==> src/hdl/pin_status_pkg.sv <==
package pin_status_pkg;

  // ---------------------------------------------------------------
  // bus register map
  // ---------------------------------------------------------------
  localparam logic [11:0] OFS_CFG       = 12'h000;
  localparam logic [11:0] OFS_GPIO_DIR  = 12'h004;
  localparam logic [11:0] OFS_GPIO_VAL  = 12'h008;
  localparam logic [11:0] OFS_MAXPWR    = 12'h00c;
  localparam logic [11:0] OFS_CTRL      = 12'h010;
  localparam logic [11:0] OFS_STATUS    = 12'h014;
  localparam logic [11:0] OFS_SENSE     = 12'h018;
  localparam logic [11:0] OFS_EP1       = 12'h01c;

  // ---------------------------------------------------------------
  // configuration byte 0x08 field positions
  // ---------------------------------------------------------------
  localparam int CFG_MEDIA_EN_BIT  = 0;
  localparam int CFG_MEDIA_POL_BIT = 1;
  localparam int CFG_FLOAT_BIT     = 4;
  localparam int CFG_SEARCH_BIT    = 6;

  // control register field positions
  localparam int CTRL_APPLY_BIT    = 0;  // write 1: load gpio defaults
  localparam int CTRL_SUSPEND_BIT  = 1;
  localparam int CTRL_ATA_ACT_BIT  = 2;
  localparam int CTRL_USB_RST_BIT  = 3;  // write 1: usb reset seen
  localparam int CTRL_QUERY_BIT    = 4;  // write 1: host status query
  localparam int CTRL_AWAKE_INDICATOR_N_BIT   = 5;
  localparam int CTRL_HS_BIT       = 6;

  // ---------------------------------------------------------------
  // reset values
  // ---------------------------------------------------------------
  localparam logic [7:0] CFG_RST      = 8'h00;
  localparam logic [7:0] GPIO_DIR_RST = 8'h00;
  localparam logic [7:0] GPIO_VAL_RST = 8'h00;
  localparam logic [7:0] MAXPWR_RST   = 8'hfa;

  // ---------------------------------------------------------------
  // descriptor and sense values
  // ---------------------------------------------------------------
  localparam logic [7:0] MAXPWR_BUS    = 8'hfa;
  localparam logic [7:0] MAXPWR_SELF   = 8'h01;
  localparam logic [7:0] ASC_NO_MEDIA  = 8'h3a;
  localparam logic [7:0] ASC_CHANGED   = 8'h28;
  localparam logic [7:0] ASC_NONE      = 8'h00;
  localparam logic [7:0] ASCQ_ZERO     = 8'h00;

  // ---------------------------------------------------------------
  // timing
  // ---------------------------------------------------------------
  localparam int CLK_HZ          = 25_000_000;
  localparam int VBUS_POLL_MS    = 20;
  localparam int VBUS_POLL_CYC   = CLK_HZ / 1000 * VBUS_POLL_MS;

  // sense answer carried together
  typedef struct packed {
    logic [7:0] asc;
    logic [7:0] ascq;
  } sense_t;

endpackage

==> src/hdl/pin_status.sv <==
`timescale 1ns/100ps
`default_nettype none
module pin_status
  import pin_status_pkg::*;
#(
  parameter int POLL_CYC   = VBUS_POLL_CYC,
  parameter int GPIO_W     = 6,
  parameter bit HAS_PWRSEL = 1'b1
) (
  input  wire logic              clk_sys,
  input  wire logic              rst,
  input  wire logic              psel,
  input  wire logic              penable,
  input  wire logic              pwrite,
  input  wire logic [11:0]       paddr,
  input  wire logic [31:0]       pwdata,
  output logic      [31:0]       prdata,
  output logic                   pready,
  output logic                   pslverr,
  input  wire logic              media_present_input,
  input  wire logic              vbus_present_input,
  input  wire logic              power_source_select,
  input  wire logic              system_service_request,
  input  wire logic [GPIO_W-1:0] gpio_in,
  output logic      [GPIO_W-1:0] gpio_out,
  output logic      [GPIO_W-1:0] gpio_oe,
  output logic                   awake_indicator_n_out,
  output logic                   awake_indicator_n_oe,
  output logic                   ata_pullup_control_out,
  output logic                   ata_pullup_control_oe,
  output logic                   ata_pins_oe,
  output logic                   ata_pins_active,
  output logic                   dplus_pullup,
  output logic                   high_current_grant_n,
  output logic                   media_present,
  output logic                   ep1_valid,
  output logic      [15:0]       ep1_data
);

  // ---------------------------------------------------------------
  // configuration and control storage
  // ---------------------------------------------------------------
  logic [7:0]        cfg_q;
  logic [7:0]        gdir_dflt_q;
  logic [7:0]        gval_dflt_q;
  logic [7:0]        maxpwr_cfg_q;
  logic              suspend_q;
  logic              ata_act_q;
  logic              awake_indicator_n_q;
  logic              hs_q;
  logic              wr_en;
  logic              rd_en;
  logic              apply_pulse;
  logic              usb_rst_pulse;
  logic              query_pulse;

  // strobe bit of a control word written by the completing access
  function automatic logic ctrl_strobe(input logic        we,
                                       input logic [11:0] addr,
                                       input logic [31:0] data,
                                       input int          bit_pos);
    return we & (addr == OFS_CTRL) & data[bit_pos];
  endfunction

  // the access completes at the edge where pready is already high; writes and
  // read side effects land there only, so a request held for the wait acts once
  logic access_done;

  assign access_done   = psel & penable & pready;
  assign wr_en         = access_done & pwrite;
  assign rd_en         = access_done & ~pwrite;
  assign apply_pulse   = ctrl_strobe(wr_en, paddr, pwdata, CTRL_APPLY_BIT);
  assign usb_rst_pulse = ctrl_strobe(wr_en, paddr, pwdata, CTRL_USB_RST_BIT);
  assign query_pulse   = ctrl_strobe(wr_en, paddr, pwdata, CTRL_QUERY_BIT);

  // configuration byte images
  always_ff @(posedge clk_sys) begin
    if (rst) begin
      cfg_q        <= CFG_RST;
      gdir_dflt_q  <= GPIO_DIR_RST;
      gval_dflt_q  <= GPIO_VAL_RST;
      maxpwr_cfg_q <= MAXPWR_RST;
    end else if (wr_en) begin
      case (paddr)
        OFS_CFG:      cfg_q        <= pwdata[7:0];
        OFS_GPIO_DIR: gdir_dflt_q  <= pwdata[7:0];
        OFS_GPIO_VAL: gval_dflt_q  <= pwdata[7:0];
        OFS_MAXPWR:   maxpwr_cfg_q <= pwdata[7:0];
        default: ;
      endcase
    end
  end

  // control levels; the strobe bits of the same word are not stored
  always_ff @(posedge clk_sys) begin
    if (rst) begin
      suspend_q <= 1'b0;
      ata_act_q <= 1'b0;
      awake_indicator_n_q  <= 1'b0;
      hs_q      <= 1'b0;
    end else if (wr_en && paddr == OFS_CTRL) begin
      suspend_q <= pwdata[CTRL_SUSPEND_BIT];
      ata_act_q <= pwdata[CTRL_ATA_ACT_BIT];
      awake_indicator_n_q  <= pwdata[CTRL_AWAKE_INDICATOR_N_BIT];
      hs_q      <= pwdata[CTRL_HS_BIT];
    end
  end

  // ---------------------------------------------------------------
  // gpio defaults
  // ---------------------------------------------------------------
  // defaults take effect on an apply strobe, not on every byte write
  always_ff @(posedge clk_sys) begin
    if (rst) begin
      gpio_oe  <= '0;
      gpio_out <= '0;
    end else if (apply_pulse) begin
      gpio_oe  <= gdir_dflt_q[GPIO_W-1:0];
      gpio_out <= gval_dflt_q[GPIO_W-1:0];
    end
  end

  // ---------------------------------------------------------------
  // vbus polling
  // ---------------------------------------------------------------
  logic [31:0] poll_cnt_q;
  logic        first_q;
  logic        vbus_q;
  logic        poll_tick;

  // one-cycle enable: first cycle out of reset, then once every poll period
  assign poll_tick = first_q | (poll_cnt_q == 32'(POLL_CYC - 1));

  // poll timer, first tick right after reset
  always_ff @(posedge clk_sys) begin
    if (rst) begin
      poll_cnt_q <= '0;
      first_q    <= 1'b1;
    end else begin
      first_q    <= 1'b0;
      poll_cnt_q <= poll_tick ? '0 : poll_cnt_q + 32'd1;
    end
  end

  // vbus sample held between ticks; a short dip between polls is not seen
  always_ff @(posedge clk_sys) begin
    if (rst) begin
      vbus_q <= 1'b0;
    end else if (poll_tick) begin
      vbus_q <= vbus_present_input;
    end
  end

  // ---------------------------------------------------------------
  // media detection and sense
  // ---------------------------------------------------------------
  logic   media_lvl;
  logic   absent_seen_q;
  sense_t sense_q;

  // polarity select, then enable
  assign media_lvl = cfg_q[CFG_MEDIA_EN_BIT] &
                     (media_present_input ~^ cfg_q[CFG_MEDIA_POL_BIT]);

  // media enabled but not at its active level
  function automatic logic media_gone(input logic [7:0] cfg, input logic lvl);
    return cfg[CFG_MEDIA_EN_BIT] & ~lvl;
  endfunction

  // the removable device is the master, reported as a single unit
  always_ff @(posedge clk_sys) begin
    if (rst) begin
      media_present <= 1'b0;
    end else begin
      media_present <= media_lvl;
    end
  end

  // absence memory; an absence in the query cycle wins over the clear
  always_ff @(posedge clk_sys) begin
    if (rst) begin
      absent_seen_q <= 1'b0;
    end else if (media_gone(cfg_q, media_lvl)) begin
      absent_seen_q <= 1'b1;
    end else if (query_pulse) begin
      absent_seen_q <= 1'b0;
    end
  end

  // sense answer chosen at the query, held until the next one
  always_ff @(posedge clk_sys) begin
    if (rst) begin
      sense_q <= '{asc: ASC_NONE, ascq: ASCQ_ZERO};
    end else if (query_pulse) begin
      if (media_gone(cfg_q, media_lvl)) begin
        sense_q <= '{asc: ASC_NO_MEDIA, ascq: ASCQ_ZERO};
      end else if (absent_seen_q) begin
        sense_q <= '{asc: ASC_CHANGED, ascq: ASCQ_ZERO};
      end else begin
        sense_q <= '{asc: ASC_NONE, ascq: ASCQ_ZERO};
      end
    end
  end

  // ---------------------------------------------------------------
  // power descriptor values, latched only at reset events
  // ---------------------------------------------------------------
  logic [7:0] maxpwr_q;
  logic       selfpwr_q;
  logic       pwr_load_q;

  // load one cycle after reset release or a usb reset strobe; the select pin
  // is ignored in between, as a host reads descriptors only after a reset
  always_ff @(posedge clk_sys) begin
    if (rst) begin
      maxpwr_q   <= MAXPWR_BUS;
      selfpwr_q  <= 1'b0;
      pwr_load_q <= 1'b1;
    end else begin
      pwr_load_q <= usb_rst_pulse;
      if (pwr_load_q) begin
        if (HAS_PWRSEL) begin
          maxpwr_q  <= power_source_select ? MAXPWR_BUS : MAXPWR_SELF;
          selfpwr_q <= ~power_source_select;
        end else begin
          maxpwr_q  <= maxpwr_cfg_q;
          selfpwr_q <= (maxpwr_cfg_q <= MAXPWR_SELF);
        end
      end
    end
  end

  // ---------------------------------------------------------------
  // pin drivers
  // ---------------------------------------------------------------
  logic ata_float;

  // the ata bus is live only while it is asked for and vbus is seen
  function automatic logic ata_live(input logic act, input logic vbus);
    return act & vbus;
  endfunction

  // float only when enabled and vbus is not seen; otherwise the pins stay driven, parked inactive without vbus
  assign ata_float = cfg_q[CFG_FLOAT_BIT] & ~vbus_q;

  // awake indicator: low while awake, released in suspend
  always_ff @(posedge clk_sys) begin
    if (rst) begin
      awake_indicator_n_out <= 1'b0;
      awake_indicator_n_oe  <= 1'b0;
    end else begin
      awake_indicator_n_out <= 1'b0;
      awake_indicator_n_oe  <= ~suspend_q;
    end
  end

  // ata pins and their pull-up control follow the sampled vbus, not the pin
  always_ff @(posedge clk_sys) begin
    if (rst) begin
      ata_pins_oe            <= 1'b0;
      ata_pins_active        <= 1'b0;
      ata_pullup_control_out <= 1'b0;
      ata_pullup_control_oe  <= 1'b0;
    end else begin
      ata_pins_oe            <= ~ata_float;
      ata_pins_active        <= ata_live(ata_act_q, vbus_q);
      ata_pullup_control_out <= ata_live(ata_act_q, vbus_q);
      ata_pullup_control_oe  <= ~ata_float;
    end
  end

  // d+ pull-up released on any zero vbus sample
  always_ff @(posedge clk_sys) begin
    if (rst) begin
      dplus_pullup <= 1'b0;
    end else begin
      dplus_pullup <= vbus_q;
    end
  end

  // high-current grant, active low; dropped in suspend or low power
  always_ff @(posedge clk_sys) begin
    if (rst) begin
      high_current_grant_n <= 1'b1;
    end else begin
      high_current_grant_n <= awake_indicator_n_q | suspend_q;
    end
  end

  // ---------------------------------------------------------------
  // interrupt endpoint data
  // ---------------------------------------------------------------
  logic [7:0] gpio_rep;

  always_comb begin
    gpio_rep = '0;
    gpio_rep[GPIO_W-1:0] = gpio_in & ~gpio_oe; // outputs read as zero
  end

  // latch on a service request, cleared by reading the word
  // a request in the reading cycle wins, so no event is lost
  always_ff @(posedge clk_sys) begin
    if (rst) begin
      ep1_valid <= 1'b0;
      ep1_data  <= '0;
    end else if (system_service_request) begin
      ep1_valid <= 1'b1;
      ep1_data  <= {6'h00, hs_q, ~selfpwr_q, 2'b00, gpio_rep[5:0]};
    end else if (rd_en && paddr == OFS_EP1) begin
      ep1_valid <= 1'b0;
    end
  end

  // ---------------------------------------------------------------
  // apb read path
  // ---------------------------------------------------------------
  logic [31:0] rdata_d;
  logic        err_d;

  always_comb begin
    rdata_d = '0;
    err_d   = 1'b0;
    case (paddr)
      OFS_CFG:      rdata_d[7:0] = cfg_q;
      OFS_GPIO_DIR: rdata_d[7:0] = gdir_dflt_q;
      OFS_GPIO_VAL: rdata_d[7:0] = gval_dflt_q;
      OFS_MAXPWR:   rdata_d[7:0] = maxpwr_cfg_q;
      OFS_CTRL:     rdata_d[7:0] = {1'b0, hs_q, awake_indicator_n_q, 2'b00, ata_act_q, suspend_q, 1'b0};
      OFS_STATUS:   rdata_d[11:0] = {selfpwr_q, maxpwr_q, ata_float, media_present, vbus_q};
      OFS_SENSE:    rdata_d[15:0] = {sense_q.asc, sense_q.ascq};
      OFS_EP1:      rdata_d[16:0] = {ep1_valid, ep1_data};
      default:      err_d = 1'b1;
    endcase
  end

  // one wait state: answer in the cycle after access begins; pready drops the
  // cycle after it rises and rises again a cycle later, so a master holding its request
  // sees a pulse every second cycle and the side effects fire at each completing edge
  always_ff @(posedge clk_sys) begin
    if (rst) begin
      pready  <= 1'b0;
      prdata  <= '0;
      pslverr <= 1'b0;
    end else begin
      pready  <= psel & penable & ~pready;
      prdata  <= rdata_d;
      pslverr <= psel & penable & ~pready & err_d;
    end
  end

endmodule
`default_nettype wire

==> config.mk <==
export PLATFORM = sky130hd
export DESIGN_NAME = pin_status
export DESIGN_NICKNAME = d
export VERILOG_FILES = /design/src/hdl/pin_status_pkg.sv /design/src/hdl/pin_status.sv
export SDC_FILE = /design/constraint.sdc
export NUM_CORES = 1
export LEC_CHECK = 0
export ABC_CLOCK_PERIOD_IN_PS = 4650
export BUFFER_PORTS_ARGS = -buffer_cell sky130_fd_sc_hd__buf_2
export CAP_MARGIN = 20
export CORE_MARGIN = 5
export CORE_UTILIZATION = 40
export DETAILED_ROUTE_END_ITERATION = 12
export GPL_TIMING_DRIVEN = 0
export SYNTH_ARGS = -nofsm -noshare
export SYNTH_HDL_FRONTEND = slang
export SYNTH_SLANG_ARGS = --single-unit
==> constraint.sdc <==
create_clock -name clk_sys -period 4.65 [get_ports clk_sys]
set_input_delay 0.465 -clock clk_sys [delete_from_list [all_inputs] [get_ports clk_sys]]
set_output_delay 0.465 -clock clk_sys [all_outputs]
set_load 0.01 [all_outputs]
Word level (Yosys, flattened, before mapping)
Index checks and enable logic that the tools add are counted.
{"block": "op_classes", "shift": 0, "n_lt_le_gt_ge": 0, "bitwise_logic": 28, "addsub": 1, "div": 0, "muxes": 12, "multipliers": 0, "n_eq_ne": 8, "n_reduce_logical": 12}
{"cell": "$pmux W8 S8", "count": 1}
{"cell": "$eq A12 B5 Y1 const B", "count": 4}
{"cell": "$add A32 B1 Y32 const B", "count": 1}
{"cell": "$eq A32 B19 Y1 const B", "count": 1}
{"cell": "$mux W14", "count": 2}
{"cell": "$eq A12 B4 Y1 const B", "count": 2}
{"cell": "$and A1 B1 Y1", "count": 14}
{"cell": "$eq A12 B3 Y1 const B", "count": 1}
{"cell": "$logic_not A12 Y1", "count": 1}
{"cell": "$pmux W4 S3", "count": 1}
{"cell": "$not A1 Y1", "count": 9}
{"cell": "$mux W8", "count": 1}
{"cell": "$reduce_and A2 Y1", "count": 4}
{"cell": "$reduce_or A8 Y1", "count": 1}
{"cell": "$and A6 B6 Y6", "count": 1}
{"cell": "$mux W1", "count": 6}
{"cell": "$not A6 Y6", "count": 1}
{"cell": "$mux W4", "count": 1}
{"cell": "$reduce_bool A2 Y1", "count": 2}
{"cell": "$reduce_or A2 Y1", "count": 2}
{"cell": "$logic_and A1 B1 Y1", "count": 2}
{"cell": "$or A1 B1 Y1", "count": 2}
{"cell": "$xnor A1 B1 Y1", "count": 1}
{"block": "totals", "latch_bits": 0, "ff_bits": 158, "mem_count": 0, "ram_bits": 0, "output_inout_bits": 72, "mem_bits_ro": 0, "inputBits": 59, "word_cells": 93}

Longest topological paths before layout
Gate-level depths: netlist of run 1.
{"block": "depth", "word_depth": 7, "ltp_mapped": 7, "depth_no_buf": 6}

Worst setup path after synthesis of run 1
OpenSTA, ideal clock, no wires.
{"block": "synth_timing", "path_kind": "input-to-reg", "from": "input paddr[9]", "to": "register gdir_dflt_q[0]", "path_buffers": 1, "stages": 6, "t_arrival_ps": 2117, "path_slack_ps": 2406, "cell_sequence": "or4_4 > or4_1 > buf_2 > nor2_4 > mux2i_1 > nor2_1"}
{"block": "synth_via", "elab_chain_cells": 2}
{"item": "start: declaration", "line": "pin_status.sv:15", "rtl": "input wire logic [11:0] paddr,"}
{"item": "$eq A12 B3 Y1", "line": "pin_status.sv:84", "rtl": "case (paddr)"}
{"item": "$reduce_and A2 Y1 (no source line)"}
{"item": "end signal: assignment", "line": "pin_status.sv:86", "rtl": "OFS_GPIO_DIR: gdir_dflt_q <= pwdata[7:0];"}
{"item": "end: declaration", "line": "pin_status.sv:44", "rtl": "logic [7:0] gdir_dflt_q;"}
Every way passes these cells.
A chain may end at the register's enable or synchronous reset.

Worst setup path in the final report of run 1
{"block": "layout_timing", "from": "register poll_cnt_q[0]", "to": "register poll_cnt_q[30]"}
{"block": "layout_via", "elab_chain_cells": 3, "elab_cells_between_ends": 4, "cone_classes": "add/sub: 1; eq/ne: 1; bitwise: 1; reduce/logical: 1"}
{"item": "start: declaration", "line": "pin_status.sv:126", "rtl": "logic [31:0] poll_cnt_q;"}
{"item": "start signal: assignment", "line": "pin_status.sv:141", "rtl": "poll_cnt_q <= poll_tick ? '0 : poll_cnt_q + 32'd1;"}
{"item": "parallel branches: the longest is 3 deep, another holds $add A32 B1 Y32"}
Several ways; the timed one is not identified.

==> flow_summary.ini, run 1 <==
[outcome]
status = completed

[worst_setup_path]
startpoint_type = flip-flop
crit_type = reg -> reg
cp.required_ps = 4930
cpPeakStageDelay_ps = 430
cpMostUsedCell = clkbuf_1
critical_path.max_fanout = 10
worst_ep_arrival_time_ps = 2620
timing.critical_path.cells = ha_1 > nand4_1 > nor4_1 > or3_1 > clkbuf_1 > clkbuf_1 > nor2_1
endpoint_kind = flip-flop
cpMaxStageDelayCell = nor4_1

[clock_network]
post_cts_buffers = 0
clk_latency_ps = 410
clockRootBuffer = clkbuf_16
cts_buffer_depth = 2
clock-sinks = 120
cts_tree = done
cts_resized = 0
cts_htree_levels = 4
cts.clk_slew.worst_paths_ps = 50
hold_buffers = 0
cts_made_buffers = 17

[floorplanning]
fp.coreArea_um2 = 12600
die_area_um2 = 15200
io_pins = 131
fp.dieW_um = 123
start_util = 0.408
die_height_um = 123
core.rowCount = 41

[sta]
fin_crit_ps = 2340
slew_headroom = 0.394
report.final.slew_viol_count = 0
rsz0062_at_grt = no
final_hold_viol_count = 0
setup_ws_ps = 2310
fin_skew_ps = 5.88
setup_viol = 0
finalCritPeriodShare = 0.504
fmax_ghz = 0.427
setup_tns_ps = 0
worst_slew_pin_slew_ps = 906

[grt]
antenna_found_initial = 0
grt_usage = 0.198
grt_start_max_net_pins = 17
grt.overflow.total = 0
grt_pass1_wl_um = 22600
grt_pass1_vias = 4289

[pwr]
seqPwrFrac = 0.408
irDropWorstVdd_mv = 0.226
p_leak_nw = 2.73
powerDensity_nw_per_um2 = 398
internal_power_mw = 2.02
switching_power_uw = 543
pwr-share-comb = 0.052
switching_share = 0.211
p_clk_frac = 0.540

[synthesis]
synth-compound-area-share = 0.0725
synthFlopType = dfxtp_1
synthAdderAreaFrac = 0.00244
syn_inst = 575
synth_edf_count = 0
ys_types = 49
synth-xor-area-share = 0.0513
ys_seq_area_frac = 0.469
synthTopCellsByArea = dfxtp_1 (47%), mux2i_1 (6.8%), nor2_1 (6.5%), nand2_1 (4.4%), a21oi_1 (4.2%)
syn-cell-area_um2 = 5120
yosys.area.top_type = dfxtp_1
synth_area_per_cell_um2 = 8.91
synthSimpleGateAreaFrac = 0.242
yosysTopAreaCellShare = 0.469
ys_async_sr_fraction = 0
synth_top_family_by_area = simple AND/OR/NAND/NOR gates
yosysWarningCount = 0
synth.area.mux_share = 0.0925
synth_seq_cells = 120

[placed_design]
io_buffers = 78
place_ws_ps = 1960
dp.final_hpwl_um = 10400
gp_congestion = 0.873

[route]
via_count = 4416
wl_um = 14500
drt-initial-drc-count = 352
routedWlPerCell_um = 16.4
via_per_inst = 5.00
dr.pass1.iters = 5
drc = 0
antenna_left = 0

[worst_hold_path]
hold_path_class = in -> reg

[layout]
fillers = 1170
final_cell_mix = dfxtp_1 (120), nor2_1 (89), buf_2 (81)
antenna_cells = 0
layout-drive-gt1-share = 0.217
fin_nets = 758
syn_to_final_growth_pct = 25.9
layout_commonest_cell = dfxtp_1

[run]
cap_viol_max_count = 0
-- layer usage --
layer  vias to the layer above  part of all wire  GRT usage
li1                       2165                 -          -
met3                        16             0.057     0.0549
met2                       144              0.50      0.330
met1                      2091              0.43      0.248
met4                         0             0.015     0.0623
met5                         -                 0          0
-- area by class of cell --
cell class                      instances  area, um2  area share
Buffer                                 54        318      0.0493
Sequential cell                       120       2400       0.372
Multi-Input combinational cell        416       2460       0.381
Clock inverter                          9        145      0.0225
Clock buffer                           23        478      0.0741
Inverter                               10       37.5     0.00582
Tap cell                              172        215      0.0334
Timing Repair Buffer                   79        395      0.0613
-- logic make-up after synthesis --
kind of cell    after synthesis
mux                          41
flops                       120
other cells                   1
buf+inv                      64
simple gates                252
compound gates               66
xor+xnor                     30
fa+ha+maj                     1
-- power by group through the flow --
| stage | registers [mW] | logic [mW] | clock network (mW) |
|---|---|---|---|
| finish | 1.05 | 0.135 | 1.39 |
| global route | 1.05 | 0.147 | 1.45 |
| CTS | 1.05 | 0.133 | 1.40 |
| detailed placement | 1.07 | 0.132 | 0 |
| global placement | 1.07 | 0.132 | 0 |
| floorplan | 1.07 | 0.0775 | 0 |
-- critical path: cells and delay by family (launching register included) --
family / cells / cell delay [ps]
simple gates: 4 / 980
buf+inv: 2 / 630
flops: 1 / 370
fa+ha+maj: 1 / 220
-- worst paths after layout --
check | slack, ps | depth (start not counted) | start | to
worst min register to register | 450 | 2 | gval_dflt_q[7]$_SDFFE_PP0P_ | gval_dflt_q[7]$_SDFFE_PP0P_
worst max-delay path | 2310 | 7 | poll_cnt_q[0]$_SDFF_PP0_ | poll_cnt_q[30]$_SDFF_PP0_
worst max register to register | 2310 | 7 | poll_cnt_q[0]$_SDFF_PP0_ | poll_cnt_q[30]$_SDFF_PP0_
worst min-delay path | 300 | 3 | penable | pready$_SDFF_PP0_
-- state kept, by name, summed over array words and instances (netlist names), 2 cells and up --
signal        flops
prdata           15
cfg_q             8
gval_dflt_q       8
gpio_out          6
poll_cnt_q       32
sense_q           2
maxpwr_q          2
gdir_dflt_q       8
ep1_data          8
maxpwr_cfg_q      8
gpio_oe           6
-- synth_stat cells (2+ instances only) --
master	number
nor2b_1	5
nand4_1	14
buf_2	2
dfxtp_1	120
nand2_1	60
nor3_4	2
nand4b_1	3
a22oi_1	4
buf_4	28
nand3_1	24
xnor2_1	9
or3_1	4
nor4_1	6
nor4b_1	2
o21ai_0	10
a21oi_1	43
xor2_1	21
mux4_2	5
nand3b_1	7
mux2i_1	35
nor2_4	2
nor3_1	13
or2_2	2
clkbuf_1	22
and2_1	2
nor2_1	89
inv_1	10
and3_1	10
-- stage by stage --
step	total power [mW]	cell area [um2]	utilization	hold WS, ps	instances
5_1_grt	2.65	6450	0.513	300	883
2_1_floorplan	1.15	5220	-	421	600
4_1_cts	2.58	6450	0.513	290	882
3_3_place_gp	1.20	5820	0.463	441	850
6_report	2.57	6450	0.513	300	883
3_5_place_dp	1.20	5820	0.463	447	850
Power figures use the tool's default switching activity.
==> run 2: changes to the inputs <==
ABC_CLOCK_PERIOD_IN_PS = 2000   (was 4650)
PLACE_DENSITY = 0.65   (was unset)
clock period = 2 ns   (was 4.65 ns; I/O delays follow)
==> run 2 against run 1 <==
  * Fmax rose by 28%
  * Setup slack got worse by 2100 ps
  * Worst hold slack got worse by 250 ps
  * Sequential share of layout area fell by 0.55 points
  * Register-to-register slack got worse by 2100 ps
  * Design area rose by 1.5%
  * Core utilization rose by 0.77 points
  * Via count rose by 2.2%
  * Largest cell class unchanged
  * Largest power group unchanged
  * Cell count rose by 0.68%
==> flow_summary.ini, run 2 (synthesized netlist as in run 1, its figures left out) <==
[outcome]
status = completed

[grt]
grt_usage = 0.188
gr-usage-met1 = 0.241
grt_start_max_net_pins = 17
gr-usage-met2 = 0.306
grt-busiest-layer = met2
use_met3 = 0.0522
antenna_found_initial = 0
grt_pass1_vias = 4202
grt_pass1_wl_um = 21800
grt.overflow.total = 0

[route]
dr.pass1.iters = 5
drt-initial-drc-count = 323
via_per_inst = 5.08
via_count = 4514
routedWlPerCell_um = 15.9
drc = 0
wl_um = 14100
antenna_left = 0

[sta]
fin_skew_ps = 9.08
report.final.slew_viol_count = 0
worst_slew_pin_slew_ps = 754
setup_tns_ps = 0
fin_crit_ps = 1830
finalCritPeriodShare = 0.917
final_hold_viol_count = 0
setup_viol = 0
slew_headroom = 0.497
rsz0062_at_grt = no
hold_slack_ps = 50.8
fmax_ghz = 0.546

[pwr]
irDropWorstVdd_mv = 0.573
powerDensity_nw_per_um2 = 878
total_power_mw = 5.75
p_leak_nw = 2.79

[clock_network]
cts.clk_slew.worst_paths_ps = 50
cts_buffer_depth = 2
clockRootBuffer = clkbuf_16
cts_htree_levels = 4
clk_latency_ps = 410
clock-sinks = 120
cts_made_buffers = 17
cts_tree = done

[worst_setup_path]
cpMostUsedCell = nand4_1
r2r_start = poll_cnt_q[15]$_SDFF_PP0_
cpPeakStageDelay_ps = 640
cp.required_ps = 2300
startpoint_type = flip-flop
r2r_setup_slack_ps = 170
cp_top_family = simple AND/OR/NAND/NOR gates
endpoint_kind = flip-flop
timing.critical_path.cells = nand4_1 > nor4_2 > nand4_1 > xor2_1 > nor2_1
worst_ep_arrival_time_ps = 2130
rr_worst_depth = 5
r2r_end = poll_cnt_q[31]$_SDFF_PP0_
critical_path.max_fanout = 5
crit_buf_inv = 0
crit_type = reg -> reg
cpMaxStageDelayCell = nor4_2

[placed_design]
dp.cells = 850
dp.final_hpwl_um = 10100
io_buffers = 78
gp_congestion = 0.887
placed_area_um2 = 5820

[layout]
final_cell_mix = dfxtp_1 (120), nor2_1 (89), buf_2 (79)
largest_reg_flops = 32
syn_to_final_growth_pct = 27.8
antenna_cells = 0
reg_top3 = poll_cnt_q: 32 flops, prdata: 15 flops
stdcell_area_um2 = 6550
layout_commonest_cell = dfxtp_1
layout-drive-gt1-share = 0.237
regMostFlops = poll_cnt_q
fin_nets = 765
finalNonFillerCells = 889

[worst_hold_path]
hold_path_depth = 1
hp-start = rst
hold_path_class = in -> reg
min_to = first_q$_DFF_P_

[floorplanning]
io_pins = 131
core.rowCount = 41
fp.dieW_um = 123
start_util = 0.408
fp.coreArea_um2 = 12600
die_area_um2 = 15200
die_height_um = 123

[run]
cap_viol_max_count = 0
## run 2: changes by cell type in the layout (fill, tap and decap cells not counted), moves of 2 or more
| cell | before | now |
|---|---|---|
| buf_4 | 28 | 35 |
| clkbuf_1 | 25 | 19 |
| clkbuf_4 | 0 | 4 |
| buf_12 | 0 | 2 |
| buf_2 | 81 | 79 |
| bufinv_16 | 4 | 2 |
| clkinvlp_4 | 0 | 2 |
| nor4_1 | 6 | 4 |
| nor4_2 | 0 | 2 |
## run 2: power breakdown
part           switching (mW)  internal, mW  leakage (nW)
logic                   0.188         0.123          1.53
registers              0.0189          2.42         0.971
clock network            1.05          1.95         0.285
total                    1.26          4.49          2.79
## run 2: worst max-delay path by stage
| stage | cells past startpoint | start | endpoint | slack [ps] |
|---|---|---|---|---|
| floorplan | 6 | paddr[9] | gdir_dflt_q[0]$_SDFFE_PP0P_ | 20 |
| CTS | 5 | poll_cnt_q[15]$_SDFF_PP0_ | poll_cnt_q[31]$_SDFF_PP0_ | 7 |
| global route | 6 | pready$_SDFF_PP0_ | gval_dflt_q[3]$_SDFFE_PP0P_ | 2 |
| global placement | 6 | poll_cnt_q[0]$_SDFF_PP0_ | poll_cnt_q[24]$_SDFF_PP0_ | -430 |
| detailed placement | 6 | poll_cnt_q[0]$_SDFF_PP0_ | poll_cnt_q[24]$_SDFF_PP0_ | -480 |
| finish | 5 | poll_cnt_q[15]$_SDFF_PP0_ | poll_cnt_q[31]$_SDFF_PP0_ | 170 |
## run 2: cell type report
class / instances / area (um2)
Inverter: 10 / 37.5
Multi-Input combinational cell: 416 / 2500
Sequential cell: 120 / 2400
Clock buffer: 23 / 488
Buffer: 53 / 329
Clock inverter: 8 / 95.1
Fill cell: 1180 / 6020
Tap cell: 172 / 215
Timing Repair Buffer: 87 / 483
## run 2: through the flow
stage / worst slack [ps] / utilization
global route: 2.49 / 0.521
global placement: -431 / 0.463
CTS: 6.99 / 0.514
floorplan: 20.9 / -
detailed placement: -480 / 0.463
finish: 167 / 0.521
## run 2: routing by layer
layer,vias to the layer above,part of all wire
met5,-,0
met4,0,0.015
met3,24,0.062
met2,145,0.49
met1,2159,0.44
li1,2186,-
## run 2: repair_timing
action,4_1_cts,5_1_grt
hold buffers,0,0
resized for setup,9,6
pin swaps,1,4
setup buffers,3,6
setup endpoints to repair,31,49
